<file path="src/hw/wbe_pkg.sv">
// Shared constants and carrier types for the write buffer error logger
package wbe_pkg;

  // ==========================================================================
  // Widths
  // ==========================================================================
  localparam int unsigned WBE_ADDR_W = 8;
  localparam int unsigned WBE_DATA_W = 8;
  localparam int unsigned WBE_NSRC   = 4;

  // ==========================================================================
  // Register offsets
  // ==========================================================================
  localparam logic [WBE_ADDR_W-1:0] WBE_OFS_FIRST = 8'h70;
  localparam logic [WBE_ADDR_W-1:0] WBE_OFS_NEXT  = 8'h72;
  localparam logic [WBE_ADDR_W-1:0] WBE_OFS_MASK  = 8'h74;

  // ==========================================================================
  // Field positions, one per error source
  // ==========================================================================
  localparam int unsigned WBE_BIT_FLUSH_MEM = 0;
  localparam int unsigned WBE_BIT_TO_CPU    = 1;
  localparam int unsigned WBE_BIT_LINE_WR   = 2;
  localparam int unsigned WBE_BIT_RMW_FILL  = 3;

  // ==========================================================================
  // Reset values
  // ==========================================================================
  localparam logic [WBE_NSRC-1:0]   WBE_LOG_RST  = 4'h0;
  localparam logic [WBE_NSRC-1:0]   WBE_MASK_RST = 4'h0;
  localparam logic [WBE_DATA_W-1:0] WBE_RD_IDLE  = 8'h00;
  localparam logic [WBE_DATA_W-WBE_NSRC-1:0] WBE_RSVD_VAL = 4'h0;

  // ==========================================================================
  // Error strobes, bit order equals register bit order
  // ==========================================================================
  typedef struct packed {
    logic rmw_fill;
    logic line_write;
    logic to_cpu;
    logic flush_mem;
  } wbe_err_t;

  // Register bus request
  typedef struct packed {
    logic [WBE_ADDR_W-1:0] addr;
    logic [WBE_DATA_W-1:0] wdata;
    logic                  wr;
    logic                  rd;
  } wbe_req_t;

endpackage

</file>
<file path="src/hw/wbe_w1c_log.sv">
// Sticky write-one-to-clear log bits, reset only at power-up
`timescale 1ns/1ps
module wbe_w1c_log #(
  parameter int unsigned WIDTH = 4
) (
  input  wire logic             clk,
  input  wire logic             pwr_rst,
  input  wire logic [WIDTH-1:0] set_bits,
  input  wire logic [WIDTH-1:0] clr_bits,
  input  wire logic [WIDTH-1:0] rst_val,
  output logic      [WIDTH-1:0] q
);

  // ==========================================================================
  // One flag per bit
  // ==========================================================================
  // System reset is not wired here: the log must survive it
  genvar i;
  generate
    for (i = 0; i < WIDTH; i++) begin : g_bit
      logic bit_reg;
      logic bit_next;
      // Set beats clear so an event in the clearing cycle is kept
      assign bit_next = set_bits[i] | (bit_reg & ~clr_bits[i]);
      always_ff @(posedge clk) begin
        if (pwr_rst) begin
          bit_reg <= rst_val[i];
        end else begin
          bit_reg <= bit_next;
        end
      end
      assign q[i] = bit_reg;
    end
  endgenerate

endmodule

</file>
<file path="src/hw/wbe_error_log.sv">
// Write buffer parity error first/next log and mask register bank
`timescale 1ns/1ps
module wbe_error_log (
  input  wire logic                           clk,
  input  wire logic                           sys_rst,
  input  wire logic                           pwr_rst,
  input  wire wbe_pkg::wbe_req_t              reg_req,
  output logic      [wbe_pkg::WBE_DATA_W-1:0] reg_rdata,
  input  wire wbe_pkg::wbe_err_t              err_strobe,
  output wbe_pkg::wbe_err_t                   err_event
);

  localparam int unsigned NS = wbe_pkg::WBE_NSRC;

  // ==========================================================================
  // Register bus decode
  // ==========================================================================
  logic          sel_first;
  logic          sel_next;
  logic          sel_mask;
  logic          wr_first;
  logic          wr_next;
  logic          wr_mask;
  logic [NS-1:0] wdata_low;

  assign sel_first = reg_req.addr == wbe_pkg::WBE_OFS_FIRST;
  assign sel_next  = reg_req.addr == wbe_pkg::WBE_OFS_NEXT;
  assign sel_mask  = reg_req.addr == wbe_pkg::WBE_OFS_MASK;
  assign wr_first  = reg_req.wr & sel_first;
  assign wr_next   = reg_req.wr & sel_next;
  assign wr_mask   = reg_req.wr & sel_mask;
  // Upper bits are dropped so reserved positions never store
  assign wdata_low = reg_req.wdata[NS-1:0];

  // ==========================================================================
  // Mask register
  // ==========================================================================
  logic [NS-1:0] mask_reg;
  logic [NS-1:0] mask_next;

  assign mask_next = wr_mask ? wdata_low : mask_reg;

  // Only power-up clears it, system reset leaves it alone
  always_ff @(posedge clk) begin
    if (pwr_rst) begin
      mask_reg <= wbe_pkg::WBE_MASK_RST;
    end else begin
      mask_reg <= mask_next;
    end
  end

  // ==========================================================================
  // Recognition and routing
  // ==========================================================================
  logic [NS-1:0] src_bits;
  logic [NS-1:0] recog;
  logic [NS-1:0] first_q;
  logic [NS-1:0] next_q;
  logic          first_empty;
  logic [NS-1:0] first_set;
  logic [NS-1:0] next_set;
  logic [NS-1:0] first_clr;
  logic [NS-1:0] next_clr;

  assign src_bits    = err_strobe;
  assign recog       = src_bits & ~mask_reg;
  assign first_empty = first_q == wbe_pkg::WBE_LOG_RST;
  // Whole group of same-clock errors goes in while empty
  assign first_set   = first_empty ? recog : '0;
  // Any recognised error while the first log is occupied lands here
  assign next_set    = first_empty ? '0 : recog;
  assign first_clr   = wr_first ? wdata_low : '0;
  assign next_clr    = wr_next ? wdata_low : '0;

  // Bit positions follow the source struct order
  wbe_w1c_log #(
    .WIDTH (NS)
  ) u_first_log (
    .clk      (clk),
    .pwr_rst  (pwr_rst),
    .set_bits (first_set),
    .clr_bits (first_clr),
    .rst_val  (wbe_pkg::WBE_LOG_RST),
    .q        (first_q)
  );

  // Set wins over clear inside the log cell
  wbe_w1c_log #(
    .WIDTH (NS)
  ) u_next_log (
    .clk      (clk),
    .pwr_rst  (pwr_rst),
    .set_bits (next_set),
    .clr_bits (next_clr),
    .rst_val  (wbe_pkg::WBE_LOG_RST),
    .q        (next_q)
  );

  // ==========================================================================
  // Event output toward global log and message units
  // ==========================================================================
  logic [NS-1:0] event_reg;
  logic [NS-1:0] event_next;

  assign event_next = recog;

  always_ff @(posedge clk) begin
    if (sys_rst) begin
      event_reg <= '0;
    end else begin
      event_reg <= event_next;
    end
  end

  assign err_event = event_reg;

  // ==========================================================================
  // Read path, data only in the cycle after the strobe
  // ==========================================================================
  logic [NS-1:0]                  rd_low;
  logic [wbe_pkg::WBE_DATA_W-1:0] rdata_reg;
  logic [wbe_pkg::WBE_DATA_W-1:0] rdata_next;

  assign rd_low = sel_first ? first_q :
                  sel_next  ? next_q  :
                  sel_mask  ? mask_reg : '0;
  // Unmapped addresses read zero
  assign rdata_next = reg_req.rd ? {wbe_pkg::WBE_RSVD_VAL, rd_low}
                                 : wbe_pkg::WBE_RD_IDLE;

  always_ff @(posedge clk) begin
    if (sys_rst) begin
      rdata_reg <= wbe_pkg::WBE_RD_IDLE;
    end else begin
      rdata_reg <= rdata_next;
    end
  end

  assign reg_rdata = rdata_reg;
endmodule

</file>
<file path="config.mk">
export PLATFORM = sky130hd
export DESIGN_NAME = wbe_error_log
export DESIGN_NICKNAME = d
export VERILOG_FILES = /design/src/hw/wbe_pkg.sv /design/src/hw/wbe_w1c_log.sv /design/src/hw/wbe_error_log.sv
export SDC_FILE = /design/constraint.sdc
export NUM_CORES = 1
export LEC_CHECK = 0
export BUFFER_PORTS_ARGS = -buffer_cell sky130_fd_sc_hd__buf_2
export CAP_MARGIN = 10
export CORE_UTILIZATION = 25
export CTS_CLUSTER_SIZE = 30
export DETAILED_ROUTE_END_ITERATION = 8
export GPL_TIMING_DRIVEN = 0
export PLACE_DENSITY = 0.47
export SLEW_MARGIN = 10
export SYNTH_ARGS = -nofsm -noshare
export SYNTH_HDL_FRONTEND = slang
export SYNTH_SLANG_ARGS = --single-unit
</file>
<file path="constraint.sdc">
create_clock -name clk -period 2.7 [get_ports clk]
set_clock_uncertainty 0.15 [all_clocks]
set_input_delay 0.405 -clock clk [delete_from_list [all_inputs] [get_ports clk]]
set_output_delay 0.405 -clock clk [all_outputs]
set_load 0.005 [all_outputs]
</file>
# After elaboration in Yosys (flattened, before gate mapping)
# Cells that the tools add are included.
dict set report totals {
  reg_bits 24
  inputBits 25
  out_inout_bits 12
  wordCells 54
}
dict set report classes {
  eq_ne 3
  n_mux 7
  n_bitwise 30
  reduce_logical 2
}
# op count
set op_table {}
lappend op_table {{4-bit 2-to-1 mux} 7}
lappend op_table {{8-bit by 7-bit equality test with 1-bit output, second input constant} 3}
lappend op_table {{1-bit bitwise AND} 11}
lappend op_table {{1-bit inverter} 9}
lappend op_table {{1-bit bitwise OR} 8}
lappend op_table {{4-bit bitwise AND} 1}
lappend op_table {{4-bit zero test} 1}
lappend op_table {{4-bit inverter} 1}
lappend op_table {{2-bit OR reduction} 1}

# Depth between registers and ports, before layout
# Gate-level depths: netlist (run 1).
dict set report logic_depth {
  depth_word 6
  mapped_depth 4
}

# By module
# Synthesis (run 1) repeated with hierarchy kept, for this count alone.
dict set report unflattened {
  hier_cells 131
  area_unflattened_um2 1153.6
}
# module n_inst cells_each area_per_inst_um2 seq_area_each_um2
set modules_own_cells {}
lappend modules_own_cells {wbe_error_log 1 83 723.2 240.2}
lappend modules_own_cells {wbe_w1c_log 2 24 215.2 80.1}

# Worst setup path after synthesis (run 1)
# No wires, ideal clock.
dict set report synth_path {
  path_kind {input to register}
  startpoint {input port reg_req[17] (netlist bit)}
  endpoint {register u_first_log.g_bit[0].bit_reg}
  setup_time_ps 137
  arrival_time_ps 1357
  t_required_ps 2413
  path_slack_ps 1056
  stages 3
  cell_sequence {or4b_4 -> nor4_4 -> a311oi_1}
}
dict set report synth_via {
  elab_chain_len 6
}
# element line_no
set synth_lines {}
lappend synth_lines {{start: declaration} wbe_error_log.sv:7} ;# input wire wbe_pkg::wbe_req_t reg_req,
lappend synth_lines {{8-bit by 7-bit equality test with 1-bit output} wbe_error_log.sv:26} ;# assign sel_first = reg_req.addr == wbe_pkg::WBE_OFS_FIRST;
lappend synth_lines {{1-bit bitwise AND} wbe_error_log.sv:29} ;# assign wr_first = reg_req.wr & sel_first;
lappend synth_lines {{4-bit 2-to-1 mux} wbe_error_log.sv:72} ;# assign first_clr = wr_first ? wdata_low : '0;
lappend synth_lines {{1-bit inverter} wbe_w1c_log.sv:24} ;# assign bit_next = set_bits[i] | (bit_reg & ~clr_bits[i]);
lappend synth_lines {{1-bit bitwise AND} wbe_w1c_log.sv:24}
lappend synth_lines {{1-bit bitwise OR} wbe_w1c_log.sv:24}
lappend synth_lines {{end signal: assignment} wbe_w1c_log.sv:27} ;# bit_reg <= rst_val[i];
lappend synth_lines {{end signal: assignment} wbe_w1c_log.sv:29} ;# bit_reg <= bit_next;
lappend synth_lines {{end: declaration} wbe_w1c_log.sv:21} ;# logic bit_reg;
# Every way passes these cells.
# A chain may end at the register's enable or synchronous reset.

# Final worst setup path (run 1)
dict set report layout_path {
  startpoint {register u_first_log.g_bit[1].bit_reg}
  endpoint {register u_first_log.g_bit[0].bit_reg}
}
dict set report layout_via {
  elab_chain_len 3
}
# element line_no
set layout_lines {}
lappend layout_lines {{start: declaration} wbe_w1c_log.sv:21}
lappend layout_lines {{start signal: assignment} wbe_w1c_log.sv:27}
lappend layout_lines {{start signal: assignment} wbe_w1c_log.sv:29}
lappend layout_lines {{4-bit zero test} wbe_error_log.sv:67} ;# assign first_empty = first_q == wbe_pkg::WBE_LOG_RST;
lappend layout_lines {{4-bit 2-to-1 mux} wbe_error_log.sv:69} ;# assign first_set = first_empty ? recog : '0;
lappend layout_lines {{1-bit bitwise OR} wbe_w1c_log.sv:24}
# Every way passes these cells.

==> impl_results.md, run 1 <==
- Wire per inst: 12.7 um
- Die Area: 3970 um^2
- Post-Syn Area: ~930 um^2
- DR top layer: met4
- Reg clk slew, reported paths: 0.07 ns
- Synth top area share: 0.430
- CTS buffer count: 3
- Power, Total: between 600 and 700 uW
- Max Slew Vio Count: 0
- RSZ-0062 raised after global routing: no
- RD Place Congestion: around 0.79
- Setup violations, final: 0
- Worst-Skew Late Latency: between 0.2 and 0.3 ns
- FF+latch count, synth: 20
- Top Ports: 37
- Final wirelength: 2280 um
- Metal-1 WL: roughly 1100 um
- GRT Residual Overflow: 0
- Fin nets: 161
- Worst setup SP type: register
- Sequential share of the synthesized area: 0.430
- Worst r2r src: u_first_log.g_bit[1].bit_reg$_SDFF_PP0_
- Critical path class: reg2reg
- HPWL after DPL: 1860 um
- Synth Flop Type: dfxtp_1
- Ys async rst share: 0
- Final worst-path cycle share: 0.612
- Vias in the first global route: 852
- CTS sink cnt: 20
- Largest net degree at the start of global routing: 11
- HP Class: in2reg
- Synth area leader: dfxtp_1
- Sum Neg Setup Slack: 0 ns
- N_diodes: 0
- Core Box Area: between 3000 and 4000 um^2
- Static Leak: 0.000473 uW
- Drt pass-1 iters: 4
- Die W: 63.0 um
- Post-CTS setup buffer count: 0
- Most area-consuming cells after synthesis: dfxtp_1 43%, a21oi_1 8.6%, a311oi_1 7.5%
- Layout cells sized above 1: 0.321
- Vias per cell: 4.79
- CTS tree: yes
- Crit end category: register
- Routed via count: approximately 860
- Syn Inst Count: around 100
- Met2 wire len: 997 um
- Die H: 63.0 um
- Top-count cell post-synth: dfxtp_1
- CP required: roughly 2.7 ns
- Initial Util: 0.270
- Max_cap viols: 0
- Synth unique cells: 21
- Fmax: 605 MHz
- Syn avg cell area: about 9.2 um^2
- Clk buf depth: 2
- Routed Antenna Nets: 0
- Area Growth Syn to Fin: 26.3%
- Post-synth EDFFs: 0
- Filler cells: 369
- Crit-path max FO: 8
- Port Buf Inserts: 27
- Max transition margin: 0.554
- Met3 WL post-DR: 146 um
- Power Density: 561 nW/um^2
- Area of the multi-input gates: 499 um^2
- Final Critical Period: about 1.7 ns
- IR drop worst, VDD: between 0.15 and 0.2 mV
- Post_cts resized: 0
- Hold Violations, Final: 0
- Reg area: 400 um^2
- Initial antenna violation count: 0
- CTS HTree Levels: 1
- Number of DRC markers in iteration 0: 28
- Post-CTS Hold Buffers: 0
- Crit path from: u_first_log.g_bit[1].bit_reg$_SDFF_PP0_
- Total track usage: 0.125
- Synth top cells by count: 20 x dfxtp_1, 16 x a21oi_1, 12 x nand2_1
- Slew @ Worst Pin: 0.664 ns
- Global-route wire length before repair: slightly below 4000 um
- Clk root buf: clkbuf_8
- Hold Startpoint: pwr_rst
- Worst Path Arrival: 1.65 ns
- Outcome: finished, final reports clean
- Core Rows: 21
- DRC: 0
- Synth warn: 0
==> logic make-up after synthesis <==
family          share of synthesized area
simple gates                        0.284
compound gates                      0.194
flops                               0.430
buf+inv                            0.0457
mux                                0.0430
other cells                       0.00403
==> worst max-delay path, stage by stage, from the launching register on <==
cell and delay (ns):
dfxtp_1 0.34, nor4_2 0.63, a21oi_1 0.15, a311oi_1 0.28
==> stage by stage <==
stage / setup WS, ns / instances / cell area (um^2) / hold slack, ns / util
detailed placement: 0.818 / 177 / 1130 / 0.306 / 0.330
global placement: 0.843 / 177 / 1130 / 0.319 / 0.330
finish: 1.05 / 180 / 1180 / 0.190 / 0.342
floorplan: 1.06 / 104 / 942 / 0.286 / -
global route: 0.932 / 180 / 1180 / 0.190 / 0.342
CTS: 1.05 / 180 / 1180 / 0.183 / 0.342
==> power breakdown <==
group | total, uW | internal [uW] | switching [uW]
clock | 187 | 99.1 | 87.7
combinational | 136 | 60.7 | 75.6
sequential | 337 | 319 | 18.2
==> worst paths after layout <==
| path | to | slack [ns] | depth (start not counted) |
|---|---|---|---|
| max | u_first_log.g_bit[0].bit_reg$_SDFF_PP0_ | 1.05 | 3 |
| min reg2reg | reg_rdata[0]$_SDFF_PP0_ | 0.31 | 2 |
| max reg2reg | u_first_log.g_bit[0].bit_reg$_SDFF_PP0_ | 1.05 | 3 |
| min | u_next_log.g_bit[1].bit_reg$_SDFF_PP0_ | 0.19 | 2 |
==> layer usage <==
| metal | track usage | vias to the layer above |
|---|---|---|
| met5 | 0 | - |
| met4 | 0.0494 | 0 |
| met3 | 0.0274 | 4 |
| met2 | 0.195 | 30 |
| met1 | 0.166 | 391 |
| li1 | - | 437 |
==> cells in the final DEF, fill, tap and decap left out <==
| cell type | Yosys | routed |
|---|---|---|
| a21oi_1 | 16 | 16 |
| a311oi_1 | 8 | 8 |
| and3_1 | 2 | 2 |
| buf_2 | 1 | 28 |
| buf_4 | 4 | 4 |
| clkbuf_1 | 2 | 2 |
| clkbuf_8 | 0 | 3 |
| conb_1 | 1 | 4 |
| dfxtp_1 | 20 | 20 |
| mux2i_1 | 4 | 4 |
| nand2_1 | 12 | 12 |
| nand2b_1 | 1 | 1 |
| nand3_1 | 1 | 1 |
| nand4_1 | 5 | 5 |
| nor2b_1 | 11 | 11 |
| nor4_2 | 1 | 1 |
| nor4_4 | 1 | 1 |
| nor4b_2 | 1 | 1 |
| o31ai_1 | 4 | 4 |
| or2_2 | 4 | 4 |
| or4_1 | 1 | 1 |
| or4b_4 | 1 | 1 |
==> cell type report <==
type	instances	area share
Sequential cell	20	0.340
Buffer	7	0.0362
Timing Repair Buffer	27	0.115
Clock buffer	3	0.0351
Multi-Input combinational cell	77	0.424
Tap cell	46	0.0489
No activity file was read; power rests on OpenSTA's default activity.
==> inputs of run 2 (changes only) <==
clock period = 1.7 ns   (was 2.7 ns; I/O delays follow)
==> run 2 against run 1 <==
Compared with the run above:
- power rose by 60%
- global-route usage did not move
- fmax rose by 2.5%
- design area rose by 0.43%
- non-clock buffer count fell by 1
- worst hold slack got worse by 0.15 ns
- combinational power rose by 61%
- critical endpoint is now u_next_log.g_bit[3].bit_reg$_SDFF_PP0_
- critical path depth did not move
- count of clock-buffer cells in the layout did not move
==> impl_results.md, run 2 (synthesis gave the netlist of run 1 again) <==
- CTS buffer count: 3 (unchanged)
- Reg area: 400 um^2 (unchanged)
- Hold Violations, Final: 0 (unchanged)
- Design area: 1180 um^2 (+0.43%)
- IR drop worst, VDD: 0.250 mV (+59%)
- N_diodes: 0 (unchanged)
- Worst Path Arrival: 1.58 ns (-0.07 ns)
- Placed Area: 1130 um^2 (unchanged)
- Vias in the first global route: 852 (unchanged)
- Reg clk slew, reported paths: 0.07 ns (about the same)
- Power, Total: 1060 uW (+60%)
- Slowest CP cell: or4_1
- Vias per cell: 4.87 (+1.6%)
- Slew @ Worst Pin: 0.659 ns (-0.00518 ns)
- Initial Util: 0.270 (unchanged)
- Routed via count: 871 (+1.0%)
- Drt pass-1 iters: 4 (unchanged)
- Die W: 63.0 um (unchanged)
- Total track usage: 0.125 (unchanged)
- Routing usage on met1: 0.166 (unchanged)
- Grt peak-use layer: met2
- Final Critical Period: 1.61 ns (-0.0406 ns)
- Layout cells sized above 1: 0.323 (+0.00241)
- Crit-path max FO: 8 (unchanged)
- Fin nets: 160 (-0.62%)
- Top Ports: 37 (unchanged)
- Worst R2R Setup Slack: 0.09 ns (-0.96 ns)
- Die Area: 3970 um^2 (unchanged)
- RSZ-0062 raised after global routing: no
- Critical path class: reg2reg
- Power Density: 895 nW/um^2 (+59%)
- RD Place Congestion: 0.793 (unchanged)
- Core Box Area: 3440 um^2 (unchanged)
- Sum Neg Setup Slack: 0 ns (unchanged)
- Commonest non-fill, non-tap cell in the layout: buf_2
- Wire per inst: 13.0 um (+2.8%)
- Fmax: 620 MHz (+2.5%)
- Static Leak: 0.000474 uW (+0.35%)
- Core Rows: 21 (unchanged)
- GR Util met3: 0.0274 (unchanged)
- Setup violations, final: 0 (unchanged)
- CTS HTree Levels: 1 (unchanged)
- Post-layout util: 0.343 (+0.00145)
- Die H: 63.0 um (unchanged)
- Final wirelength: 2330 um (+2.2%)
- Outcome: finished, final reports clean
- Worst setup SP type: register
- HPWL after DPL: 1860 um (unchanged)
- Commonest cells after routing, fill and taps aside: 28 x buf_2, 20 x dfxtp_1, 16 x a21oi_1
- Global-route wire length before repair: 3860 um (unchanged)
- Worst-Skew Late Latency: 0.25 ns (about the same)
- Area of the multi-input gates: 508 um^2 (+1.8%)
- DRC: 0 (unchanged)
- Filler cells: 370 (+0.27%)
- CTS sink cnt: 20 (unchanged)
- CP Cell Sequence: or4_1 > a21oi_1 > a311oi_1
- GRT Residual Overflow: 0 (unchanged)
- Max Slew Vio Count: 0 (unchanged)
- CP required: 1.67 ns (-1.03 ns)
- HP Class: in2reg
- Area Growth Syn to Fin: 26.9%
- Initial antenna violation count: 0 (unchanged)
- Clk buf depth: 2 (unchanged)
- CP max stage delay: 0.70 ns (+0.07 ns)
- Crit path buf inv count: 0 (unchanged)
- Post-Layout Cell Count: 179 (-0.56%)
- Max_cap viols: 0 (unchanged)
- Port Buf Inserts: 27 (unchanged)
- M2 GR Usage: 0.195 (unchanged)
- Clk root buf: clkbuf_8
- Placed Cells incl. Taps: 177 (unchanged)
- Number of DRC markers in iteration 0: 26 (-7.1%)
- Routed Antenna Nets: 0 (unchanged)
- Crit end category: register
- Critical path's top delay family: simple AND/OR/NAND/NOR gates
- Max transition margin: 0.560 (+0.00599)
- Largest net degree at the start of global routing: 11 (unchanged)
- Final worst-path cycle share: 0.948 (+0.336)
- CTS tree: yes
[run 2: final cells by class]
type | instances | area share
timing repair buffer | 27 | 0.114
sequential | 20 | 0.339
tap | 46 | 0.0487
clock buffer | 3 | 0.0350
multi-input combinational | 77 | 0.430
buffer | 6 | 0.0328
[run 2: through the flow]
stage,hold slack [ns],worst slack [ns]
2_1_floorplan,0.177,0.206
3_3_place_gp,0.302,-0.00691
3_5_place_dp,0.300,-0.0321
4_1_cts,0.0330,0.0466
5_1_grt,0.0398,0.0104
6_report,0.0383,0.0881
[run 2: report_power, final]
part | leakage (uW) | switching (uW) | internal [uW]
combinational | 0.000289 | 119 | 99.5
clock | 0.0000216 | 140 | 157
sequential | 0.000164 | 34.6 | 506
[run 2: path summary, 6_finish.rpt]
path / from / end / cells past startpoint
setup / recovery: u_first_log.g_bit[1].bit_reg$_SDFF_PP0_ / u_next_log.g_bit[3].bit_reg$_SDFF_PP0_ / 3
hold / removal: pwr_rst / u_next_log.g_bit[1].bit_reg$_SDFF_PP0_ / 2
hold reg to reg: u_next_log.g_bit[0].bit_reg$_SDFF_PP0_ / reg_rdata[0]$_SDFF_PP0_ / 2
setup reg to reg: u_first_log.g_bit[1].bit_reg$_SDFF_PP0_ / u_next_log.g_bit[3].bit_reg$_SDFF_PP0_ / 3
[run 2: repair_timing]
action / CTS / global route
hold endpoints to repair: 0 / 0
buffers inserted: 0 / 0
endpoints found under the setup margin: 0 / 5
gates resized for setup: 0 / 1
hold buffers: 0 / 0
[run 2: metal layers]
| layer | share of wire | wire, um |
|---|---|---|
| met1 | 0.46 | 1070 |
| met4 | 0.011 | 25 |
| met5 | 0 | 0 |
| met3 | 0.087 | 203 |
| met2 | 0.44 | 1030 |
